File: config.mk
export PLATFORM = sky130hd
export DESIGN_NAME = oneshot_delay_continuous_timer
export DESIGN_NICKNAME = d
export VERILOG_FILES = /design/src/verilog/oneshot_timer_pkg.sv /design/src/verilog/trigger_sync.sv /design/src/verilog/oneshot_delay_continuous_timer.sv
export SDC_FILE = /design/constraint.sdc
export NUM_CORES = 1
export LEC_CHECK = 0
export BUFFER_PORTS_ARGS = -buffer_cell sky130_fd_sc_hd__buf_4
export CAP_MARGIN = 0
export CORE_MARGIN = 4
export CORE_UTILIZATION = 56
export CTS_CLUSTER_SIZE = 24
export DETAILED_ROUTE_END_ITERATION = 8
export HOLD_SLACK_MARGIN = 0.03
export PLACE_DENSITY = 0.91
export SKIP_LAST_GASP = 1
export SLEW_MARGIN = 20
export SYNTH_ARGS = -nofsm -noshare
export SYNTH_HDL_FRONTEND = slang
export SYNTH_SLANG_ARGS = --single-unit
File: constraint.sdc
create_clock -name mclk -period 5.9 [get_ports mclk]
set_input_delay 0.295 -clock mclk [delete_from_list [all_inputs] [get_ports mclk]]
set_output_delay 0.295 -clock mclk [all_outputs]
set_load 0.01 [all_outputs]
File: src/verilog/oneshot_timer_pkg.sv
// Shared constants and carrier types for the output timer channel.
package oneshot_timer_pkg;

  // ----------------------------------------------------------------------
  // Widths and constants
  // ----------------------------------------------------------------------
  localparam int CNT_W = 16;
  localparam logic [15:0] CNT_ALL_ONES = 16'hffff;
  localparam logic [15:0] CNT_RESET = 16'h0000;
  localparam logic [15:0] RELOAD_RESET = 16'h0000;
  localparam int SYNC_STAGES = 3;

  // ----------------------------------------------------------------------
  // Modes and types
  // ----------------------------------------------------------------------
  typedef enum logic {
    MODE_DELAYED_SINGLE,
    MODE_CONTINUOUS
  } timer_mode_t;

  typedef struct packed {
    logic cnt_wr;
    logic [15:0] cnt_wdata;
    logic reload_wr;
    logic [15:0] reload_wdata;
    logic en_wr;
    logic en_wdata;
  } sw_ctrl_t;

  typedef struct packed {
    logic irq;
    logic dma_req;
  } timer_req_t;

endpackage

File: src/verilog/trigger_sync.sv
// Three-stage synchroniser with rising edge detect for the trigger pin.
`timescale 1ns/1ps
module trigger_sync (
  input wire logic mclk,
  input wire logic rstn,
  input wire logic pin_in,
  output logic rise_pulse
);

  logic s1_reg;
  logic s2_reg;
  logic s3_reg;
  logic level_reg;

  // The first stage feeds only the second, so metastability cannot leak.
  always_ff @(posedge mclk or negedge rstn) begin
    if (!rstn) begin
      s1_reg <= 1'b0;
      s2_reg <= 1'b0;
      s3_reg <= 1'b0;
    end else begin
      s1_reg <= pin_in;
      s2_reg <= s1_reg;
      s3_reg <= s2_reg;
    end
  end

  // A change counts once the second and third stages agree.
  always_ff @(posedge mclk or negedge rstn) begin
    if (!rstn) begin
      level_reg <= 1'b0;
    end else if (s2_reg == s3_reg) begin
      level_reg <= s3_reg;
    end
  end

  assign rise_pulse = (s2_reg == s3_reg) && s3_reg && !level_reg;

endmodule

File: src/verilog/oneshot_delay_continuous_timer.sv
// One output timer channel: delayed single-shot and continuous modes.
`timescale 1ns/1ps
// Notes on behaviour
// - Counting starts on enable write or trigger, after values are set.
// - Delayed single-shot counts down from the written counter value.
// - First underflow loads reload zero; second underflow stops counting.
// - Output toggles at first and second underflow: one pulse.
// - Delay is counter plus one ticks; width is reload plus one.
// - Single-shot raises interrupt and DMA requests at both underflows.
// - Underflow stop beats a same-cycle trigger enable.
// - Software enable beats a same-cycle underflow stop.
// - Software disable beats a same-cycle trigger enable.
// - Counter reads all ones in the cycle right after a reload.
// - Continuous mode reloads from reload zero on every underflow.
// - Continuous output toggles at start and every underflow.
// - Continuous mode runs until software clears the enable bit.
// - Continuous mode raises interrupt and DMA on every underflow.
// - First toggle waits for count clock after the enable event.
module oneshot_delay_continuous_timer #(
  parameter bit DMA_CAPABLE = 1'b1
) (
  input wire logic mclk,
  input wire logic rstn,
  input wire oneshot_timer_pkg::timer_mode_t mode,
  input wire oneshot_timer_pkg::sw_ctrl_t sw,
  input wire logic count_tick,
  input wire logic trig_pin,
  output logic running,
  output logic [15:0] count_rd,
  output logic [15:0] reload_rd,
  output logic io_output_timer,
  output oneshot_timer_pkg::timer_req_t req
);

  // ----------------------------------------------------------------------
  // State
  // ----------------------------------------------------------------------
  logic trig_rise;
  logic running_reg;
  logic [15:0] cnt_reg;
  logic [15:0] reload_reg;
  logic second_reg;
  logic ff_reg;
  logic reload_flag_reg;
  logic [15:0] count_rd_reg;
  logic irq_reg;
  logic dma_reg;
  logic start_pend_reg;
  logic underflow;
  logic stop_uf;
  logic start_evt;
  logic sw_en;
  logic sw_dis;
  logic trig_en;

  trigger_sync u_sync (
    .mclk(mclk),
    .rstn(rstn),
    .pin_in(trig_pin),
    .rise_pulse(trig_rise)
  );

  // ----------------------------------------------------------------------
  // Event decode
  // ----------------------------------------------------------------------
  assign sw_en = sw.en_wr && sw.en_wdata;
  assign sw_dis = sw.en_wr && !sw.en_wdata;
  // Disable write overrides a trigger in the same cycle.
  assign trig_en = trig_rise && !sw_dis;
  // Underflow is a tick while the counter already holds zero.
  assign underflow = running_reg && count_tick && (cnt_reg == 16'h0000);
  assign stop_uf = underflow &&
    (mode == oneshot_timer_pkg::MODE_DELAYED_SINGLE) && second_reg;
  assign start_evt = !running_reg && (sw_en || trig_en);

  // ----------------------------------------------------------------------
  // Run control
  // ----------------------------------------------------------------------
  always_ff @(posedge mclk or negedge rstn) begin
    if (!rstn) begin
      running_reg <= 1'b0;
    end else if (sw_dis) begin
      running_reg <= 1'b0;
    end else if (sw_en) begin
      running_reg <= 1'b1;
    end else if (stop_uf) begin
      running_reg <= 1'b0;
    end else if (trig_en) begin
      running_reg <= 1'b1;
    end
  end

  // The start toggle of continuous mode waits for the next count tick.
  always_ff @(posedge mclk or negedge rstn) begin
    if (!rstn) begin
      start_pend_reg <= 1'b0;
    end else if (sw_dis) begin
      start_pend_reg <= 1'b0;
    end else if (start_evt && mode == oneshot_timer_pkg::MODE_CONTINUOUS) begin
      start_pend_reg <= 1'b1;
    end else if (count_tick) begin
      start_pend_reg <= 1'b0;
    end
  end

  // ----------------------------------------------------------------------
  // Counter and reload zero
  // ----------------------------------------------------------------------
  always_ff @(posedge mclk or negedge rstn) begin
    if (!rstn) begin
      reload_reg <= oneshot_timer_pkg::RELOAD_RESET;
    end else if (sw.reload_wr) begin
      reload_reg <= sw.reload_wdata;
    end
  end

  always_ff @(posedge mclk or negedge rstn) begin
    if (!rstn) begin
      cnt_reg <= oneshot_timer_pkg::CNT_RESET;
    end else if (sw.cnt_wr) begin
      cnt_reg <= sw.cnt_wdata;
    end else if (underflow && !stop_uf) begin
      cnt_reg <= reload_reg;
    end else if (running_reg && count_tick && !stop_uf) begin
      cnt_reg <= cnt_reg - 16'h0001;
    end
  end

  // Tracks which underflow of a single shot comes next.
  always_ff @(posedge mclk or negedge rstn) begin
    if (!rstn) begin
      second_reg <= 1'b0;
    end else if (start_evt) begin
      second_reg <= 1'b0;
    end else if (underflow) begin
      second_reg <= !second_reg;
    end
  end

  // The read path shows all ones for one cycle after a reload.
  always_ff @(posedge mclk or negedge rstn) begin
    if (!rstn) begin
      reload_flag_reg <= 1'b0;
    end else begin
      reload_flag_reg <= underflow && !stop_uf && !sw.cnt_wr;
    end
  end

  always_ff @(posedge mclk or negedge rstn) begin
    if (!rstn) begin
      count_rd_reg <= oneshot_timer_pkg::CNT_RESET;
    end else if (underflow && !stop_uf && !sw.cnt_wr) begin
      count_rd_reg <= oneshot_timer_pkg::CNT_ALL_ONES;
    end else if (sw.cnt_wr) begin
      count_rd_reg <= sw.cnt_wdata;
    end else if (running_reg && count_tick && !stop_uf) begin
      count_rd_reg <= cnt_reg - 16'h0001;
    end else begin
      count_rd_reg <= cnt_reg;
    end
  end

  // ----------------------------------------------------------------------
  // Output flip-flop and requests
  // ----------------------------------------------------------------------
  always_ff @(posedge mclk or negedge rstn) begin
    if (!rstn) begin
      ff_reg <= 1'b0;
    end else if (underflow) begin
      ff_reg <= !ff_reg;
    end else if (start_pend_reg && count_tick && running_reg) begin
      ff_reg <= !ff_reg;
    end
  end

  // Every underflow requests service in both modes.
  always_ff @(posedge mclk or negedge rstn) begin
    if (!rstn) begin
      irq_reg <= 1'b0;
      dma_reg <= 1'b0;
    end else begin
      irq_reg <= underflow;
      dma_reg <= underflow && DMA_CAPABLE;
    end
  end

  assign running = running_reg;
  assign count_rd = count_rd_reg;
  assign reload_rd = reload_reg;
  assign io_output_timer = ff_reg;
  assign req.irq = irq_reg;
  assign req.dma_req = dma_reg;

  // ----------------------------------------------------------------------
  // Checks
  // ----------------------------------------------------------------------
  property p_stop_wins;
    @(posedge mclk) disable iff (!rstn)
      stop_uf && !sw_en |=> !running_reg;
  endproperty
  a_stop_wins: assert property (p_stop_wins)
    else $error("underflow stop did not halt counter");

  property p_sw_en_wins;
    @(posedge mclk) disable iff (!rstn)
      sw_en && !sw_dis |=> running_reg;
  endproperty
  a_sw_en_wins: assert property (p_sw_en_wins)
    else $error("software enable lost");

  property p_dis_wins;
    @(posedge mclk) disable iff (!rstn)
      sw_dis && trig_rise |=> !running_reg;
  endproperty
  a_dis_wins: assert property (p_dis_wins)
    else $error("disable did not beat trigger");

  property p_all_ones;
    @(posedge mclk) disable iff (!rstn)
      underflow && !stop_uf && !sw.cnt_wr |=>
        reload_flag_reg && count_rd == oneshot_timer_pkg::CNT_ALL_ONES;
  endproperty
  a_all_ones: assert property (p_all_ones)
    else $error("counter read not all ones after reload");

  property p_reload;
    @(posedge mclk) disable iff (!rstn)
      underflow && !stop_uf && !sw.cnt_wr |=> cnt_reg == $past(reload_reg);
  endproperty
  a_reload: assert property (p_reload)
    else $error("counter not reloaded on underflow");

  property p_toggle;
    @(posedge mclk) disable iff (!rstn)
      underflow |=> io_output_timer != $past(io_output_timer);
  endproperty
  a_toggle: assert property (p_toggle)
    else $error("output did not toggle on underflow");

  property p_irq;
    @(posedge mclk) disable iff (!rstn)
      underflow |=> req.irq;
  endproperty
  a_irq: assert property (p_irq)
    else $error("no interrupt request on underflow");

  property p_decrement;
    @(posedge mclk) disable iff (!rstn)
      running_reg && count_tick && cnt_reg != 16'h0000 && !sw.cnt_wr
        |=> cnt_reg == $past(cnt_reg) - 16'h0001;
  endproperty
  a_decrement: assert property (p_decrement)
    else $error("counter did not step down");

  property p_reload_shown;
    @(posedge mclk) disable iff (!rstn)
      reload_flag_reg && !sw.cnt_wr && !count_tick |=>
        count_rd == $past(cnt_reg);
  endproperty
  a_reload_shown: assert property (p_reload_shown)
    else $error("counter read did not return to the reloaded value");

  property p_dma;
    @(posedge mclk) disable iff (!rstn)
      underflow |=> req.dma_req == DMA_CAPABLE;
  endproperty
  a_dma: assert property (p_dma)
    else $error("DMA request does not follow underflow");

  // The start toggle is tied to a tick so that it stays on the count grid.
  property p_start_toggle;
    @(posedge mclk) disable iff (!rstn)
      start_pend_reg && count_tick && running_reg && !underflow |=>
        io_output_timer != $past(io_output_timer);
  endproperty
  a_start_toggle: assert property (p_start_toggle)
    else $error("output did not toggle at continuous start");

  property p_cont_runs;
    @(posedge mclk) disable iff (!rstn)
      running_reg && mode == oneshot_timer_pkg::MODE_CONTINUOUS && !sw_dis
        |=> running_reg;
  endproperty
  a_cont_runs: assert property (p_cont_runs)
    else $error("continuous count stopped without a disable write");

  property p_single_halt;
    @(posedge mclk) disable iff (!rstn)
      stop_uf && !sw_en && !sw.cnt_wr |=> cnt_reg == 16'h0000;
  endproperty
  a_single_halt: assert property (p_single_halt)
    else $error("counter moved at the single-shot stop");

  // A stopped channel must ignore ticks, or a later start would be short.
  property p_idle_hold;
    @(posedge mclk) disable iff (!rstn)
      !running_reg && !sw.cnt_wr |=> cnt_reg == $past(cnt_reg);
  endproperty
  a_idle_hold: assert property (p_idle_hold)
    else $error("counter moved while stopped");

  c_single_done: cover property (@(posedge mclk) disable iff (!rstn)
    stop_uf);
  c_cont_reload: cover property (@(posedge mclk) disable iff (!rstn)
    underflow && mode == oneshot_timer_pkg::MODE_CONTINUOUS);
  c_trig_start: cover property (@(posedge mclk) disable iff (!rstn)
    trig_en && !running_reg);
  c_dis_vs_trig: cover property (@(posedge mclk) disable iff (!rstn)
    sw_dis && trig_rise);

endmodule

; ---- Word level (Yosys, flattened, before mapping)
; Index checks and enable logic that the tools add are counted.
; Widths: inputs -> output; s select.
[classes]
bitwise_logic = 1
n_eq_ne = 1
add_sub_neg = 1
n_mux = 16
n_reduce_logical = 30
[ops]
columns = op, n
row1 = $mux 16, 5
row2 = $logic_and 1x1->1, 16
row3 = $logic_not 16->1, 1
row4 = $sub 16x1->16 const B, 1
row5 = $mux 1, 11
row6 = $logic_not 1->1, 8
row7 = $reduce_bool 2->1, 2
row8 = $reduce_bool 4->1, 1
row9 = $reduce_bool 3->1, 1
row10 = $eq 1x1->1, 1
row11 = $logic_or 1x1->1, 1
row12 = $not 1->1, 1
[totals]
regBits = 57
inputBits = 41
word_cells = 61

; ---- Longest topological paths before layout
[depth]
ltp_word = 9
mapped_depth = 8
mapped_depth_nobuf = 8

; ---- Hierarchy
; From an unflattened synthesis, not the netlist that was laid out.
[hier_totals]
cells_unflattened = 288
area_unflattened_um2 = 2935.3
[by_module_without_submodules]
columns = mod, area_each_um2, n_inst, cells_per_inst
row1 = oneshot_delay_continuous_timer, 2801.4, 1, 281
row2 = trigger_sync, 133.9, 1, 7

; ---- Least setup slack after synthesis
; OpenSTA, ideal clock, no wires.
[synth_path]
kind = flip-flop to flip-flop
from = reg cnt_reg[11]
to = reg cnt_reg[7]
path_stages_with_launch = 7
arrival_ns = 1.997
setup_time_ns = 0.135
required_ns = 5.765
path_buffers = 1
path_slack_ns = 3.768
path_cell_list = dfrtp_1 > or4_4 > buf_6 > nor4_4 > nor3_1 > a211oi_1 > o31ai_1
[synth_via]
elab_chain_len = 9
word_cells_on_any_way = 10
cone_classes = mux: 3 / reduce/logical: 7
[synth_lines]
columns = element, line_no
row1 = from (decl), oneshot_delay_continuous_timer.sv:40  ; logic [15:0] cnt_reg;
row2 = from (signal assigned), oneshot_delay_continuous_timer.sv:119  ; cnt_reg <= oneshot_timer_pkg::CNT_RESET;
row3 = from (signal assigned), oneshot_delay_continuous_timer.sv:121  ; cnt_reg <= sw.cnt_wdata;
row4 = from (signal assigned), oneshot_delay_continuous_timer.sv:123  ; cnt_reg <= reload_reg;
row5 = $logic_not 16->1 *, oneshot_delay_continuous_timer.sv:71  ; assign underflow = running_reg && count_tick && (cnt_reg == 16'h0000);
row6 = $logic_and 1x1->1 *, oneshot_delay_continuous_timer.sv:71
row7 = $logic_and 1x1->1, oneshot_delay_continuous_timer.sv:72  ; assign stop_uf = underflow &&
row8 = $logic_and 1x1->1, oneshot_delay_continuous_timer.sv:73  ; (mode == oneshot_timer_pkg::MODE_DELAYED_SINGLE) && second_reg;
row9 = $logic_not 1->1, "oneshot_delay_continuous_timer.sv:122, oneshot_delay_continuous_timer.sv:124"
row10 = $logic_and 1x1->1, oneshot_delay_continuous_timer.sv:124  ; end else if (running_reg && count_tick && !stop_uf) begin
row11 = $mux 16, --
row12 = $mux 16 *, oneshot_delay_continuous_timer.sv:122  ; end else if (underflow && !stop_uf) begin
row13 = $mux 16 *, oneshot_delay_continuous_timer.sv:120  ; end else if (sw.cnt_wr) begin
; Mark *: on every way between the ends. The rest lies on a longest branch, timed or not.
; A chain may end at the register's enable or synchronous reset.

; ---- Final worst setup path
[layout_path]
from = reg cnt_reg[5]
to = reg cnt_reg[13]
[layout_via]
elab_chain_len = 9
word_cells_on_any_way = 11
cone_classes = add/sub: 1 / mux: 3 / reduce/logical: 7
[layout_lines]
columns = element, line_no
row1 = branches (longest 7 deep; another with $sub 16x1->16), --
row2 = $mux 16 *, oneshot_delay_continuous_timer.sv:122
row3 = $mux 16 *, oneshot_delay_continuous_timer.sv:120
; Every way passes the cells marked *.

==> out/results.txt <==
number of DRC violations after detailed routing -> 0
Syn Inst Count -> 261
library cell with the highest instance count after synthesis -> sky130_fd_sc_hd__dfrtp_1
run status -> finished clean
input/output buffers -> 76
grt ovf -> 0
FF/Latch Area -> 1430 sq um
maximum root-to-sink buffer count -> 2
number of enable flip-flop cells after synthesis -> 0
cell taking the most area after synthesis -> sky130_fd_sc_hd__dfrtp_1
critical path start-end classification -> reg -> reg
reported max-cap violation count -> 0
Fillers -> 347
achievable frequency -> 404 MHz
1st-iter DRT viols -> 127
# rows -> 25
total iterations of the first detailed-routing run -> 4
RSZ-0062 raised after global routing -> false
capture point of the critical path -> cnt_reg[13]$_DFF_PN0_
leakage -> 1.59 nW
combined area of all synthesized cells -> 2770 sq um
Synth-to-Final Area Change -> 28.6%
dominant delay contributor by cell family on the critical path -> simple AND/OR/NAND/NOR gates
maximum fanout along the worst path -> 9
Initial Util -> 58.3%
clock network latency to the later pin of the worst-skew pair -> 0.34 ns
Die Area -> 6140 sq um
data required time at the worst endpoint -> 6.13 ns
post-route setup TNS -> 0 ns
hold-critical path depth -> 1
number of nets still failing antenna checks after routing -> 0
post-synthesis average cell area -> 10.6 sq um
antenna violations before repair -> 0
startpoint of the worst setup timing path -> cnt_reg[5]$_DFF_PN0_
area of placed instances -> 3360 sq um
ratio of final minimum period to clock period -> 42.0%
proportion of layout cells with a drive suffix above 1 -> 34.9%
destination of the worst register-to-register timing path -> cnt_reg[13]$_DFF_PN0_
library cell contributing the largest single delay on the critical path -> sky130_fd_sc_hd__nor3_2
post-synth cell types -> 51
cells taking the most area after synthesis -> sky130_fd_sc_hd__dfrtp_1 51%, sky130_fd_sc_hd__mux2_2 7.7%, sky130_fd_sc_hd__nor2_1 3.5%
total global routing track utilization -> 24.4%
routed vias -> 2336
Hold Fails Final Rpt -> 0
most instantiated flip-flop cell in the synthesis netlist -> sky130_fd_sc_hd__dfrtp_1
startpoint of the most critical register-to-register path -> cnt_reg[5]$_DFF_PN0_
setup skew after layout -> 0.00879 ns
cell at the root of the clock tree -> sky130_fd_sc_hd__clkbuf_8
CTS tree -> built
final critical-path required period -> 2.48 ns
number of global-route vias before repair -> 2430
cell count along the critical path -> 5
Critical Path Source Type -> flop
Least-Margin Pin Slew -> 0.704 ns
count of state elements after synthesis -> 57
depth of the most critical reg-to-reg path -> 5
Final Routed Wirelength -> 6840 um
number of buffers inserted to repair setup after CTS -> 0
Final Setup Violations -> 0
via count normalized by instance count -> 5.73
worst stage delay on the critical path -> 0.65 ns
net count after synthesis -> 305
Synth top cells by count -> 57 x sky130_fd_sc_hd__dfrtp_1, 26 x sky130_fd_sc_hd__nor2_1, 19 x sky130_fd_sc_hd__a21oi_1, 19 x sky130_fd_sc_hd__mux2_2, 18 x sky130_fd_sc_hd__nand2_1
area of combinational cells with multiple inputs -> 1250 sq um
global-route wire length before repair -> 11700 um
crit path cell chain -> nor3_1 -> nand3_1 -> nor3_2 -> nor3_1 -> o31ai_1
asr flop ratio synth -> 100%
clock sink total -> 57
Die Ht -> 78.4 um
portion of synthesized cell area occupied by the leading cell type -> 51.4%
post-layout instance area -> 3570 sq um
CTS Buf Count -> 9
number of antenna cells inserted -> 0
count of nets after finishing -> 380
number of max-slew violations in the final report -> 0
path category of the worst min-delay check -> in -> reg
Worst R2R Setup Slack -> 3.42 ns
Worst path most repeated cell -> sky130_fd_sc_hd__nor3_1
placer's final routability congestion estimate -> 0.915
sequential area share after synthesis -> 51.4%
H-tree lvl count -> 3
count of buffer and inverter cells on the critical path -> 0
yosys synthesis warning count -> 0
Worst-path clk slew -> 0.06 ns
HPWL Detailed -> 4900 um
power density normalized to cell area -> 278 nW/um^2
maximum number of pins on one net before global-route repair -> 58
Data arrival, critical path -> 2.71 ns
Wirelength per Cell -> 16.8 um
IR drop worst, VDD -> 237 uV
die extent in x -> 78.4 um
headroom to the max-slew limit -> 53.0%
final core utilization -> 75.1%
endpoint class of the critical path -> flop
power consumption -> 0.993 mW
area of the core -> 4750 sq um
count of pins on the block boundary -> 77
-- layout by cell type, fill, tap and decap left out, types with 2 or more instances in the layout --
master,count
sky130_fd_sc_hd__a31oi_1,2
sky130_fd_sc_hd__or4_1,4
sky130_fd_sc_hd__inv_1,8
sky130_fd_sc_hd__nand4b_1,2
sky130_fd_sc_hd__nor3_1,11
sky130_fd_sc_hd__nor2b_1,2
sky130_fd_sc_hd__nor2_1,26
sky130_fd_sc_hd__mux2_2,19
sky130_fd_sc_hd__clkinvlp_4,2
sky130_fd_sc_hd__nand2b_1,3
sky130_fd_sc_hd__a21o_1,2
sky130_fd_sc_hd__clkinv_2,2
sky130_fd_sc_hd__a21oi_1,19
sky130_fd_sc_hd__nand4_1,2
sky130_fd_sc_hd__nand2_1,18
sky130_fd_sc_hd__dfrtp_1,57
sky130_fd_sc_hd__o31ai_1,7
sky130_fd_sc_hd__o21ai_0,7
sky130_fd_sc_hd__xnor2_1,4
sky130_fd_sc_hd__o31a_1,4
sky130_fd_sc_hd__buf_4,76
sky130_fd_sc_hd__a211oi_1,2
sky130_fd_sc_hd__nor3_2,3
sky130_fd_sc_hd__o41ai_1,2
sky130_fd_sc_hd__clkbuf_8,10
sky130_fd_sc_hd__nand3_1,7
sky130_fd_sc_hd__ha_1,3
sky130_fd_sc_hd__nor4_1,5
sky130_fd_sc_hd__o21a_1,5
sky130_fd_sc_hd__or3_1,3
-- through the flow --
| stage | hold WS (ns) | cells | worst slack (ns) |
|---|---|---|---|
| after detailed placement | 0.341 | 391 | 3.47 |
| after global routing | 0.0484 | 408 | 3.09 |
| final | 0.0651 | 408 | 3.42 |
| after global placement | 0.336 | 391 | 3.54 |
| after CTS | 0.0545 | 408 | 3.45 |
| after floorplan | -0.000591 | 261 | 3.77 |
-- cell families after synthesis --
family	Yosys count	share of synthesized area (%)
buf+inv	21	3.47
mux	19	7.71
flops	57	51.4
fa+ha+maj	3	1.35
simple gates	95	19.1
compound gates	62	15.7
xor+xnor	4	1.26
-- metal layers --
| layer | global-route usage [%] | wire length, um | vias up |
|---|---|---|---|
| met2 | 39.2 | 3360 | 81 |
| met4 | 10.1 | 129 | 0 |
| met3 | 5.39 | 457 | 15 |
| met1 | 32.1 | 2900 | 1124 |
| li1 | - | - | 1116 |
| met5 | 0 | 0 | - |
-- final cells by class --
type                    count  area share (%)
flip-flops and latches     57            40.0
multi-input cells         183            35.1
repair buffers             77            16.3
clock buffers              11            3.96
well taps                  67            2.35
clock inverters             5            1.54
inverters                   8           0.842
-- worst min path at each step --
stage | slack (ns) | to | from
final | 0.07 | u_sync.s1_reg$_DFF_PN0_ | trig_pin
after global routing | 0.05 | u_sync.s1_reg$_DFF_PN0_ | trig_pin
after CTS | 0.05 | u_sync.s1_reg$_DFF_PN0_ | trig_pin
after detailed placement | 0.34 | u_sync.s2_reg$_DFF_PN0_ | u_sync.s1_reg$_DFF_PN0_
after global placement | 0.34 | u_sync.s2_reg$_DFF_PN0_ | u_sync.s1_reg$_DFF_PN0_
after floorplan | -0.0006 | cnt_reg[0]$_DFF_PN0_ | rstn
-- report_power, final --
part	total [mW]	internal, mW	switching (mW)
logic	0.168	0.0891	0.0788
registers	0.463	0.430	0.0327
clock network	0.362	0.205	0.157
-- repair_timing --
item,4_1_cts,5_1_grt
hold endpoints to repair,1,0
hold buffers,1,0
resized for setup,0,0
Power figures use the tool's default switching activity.
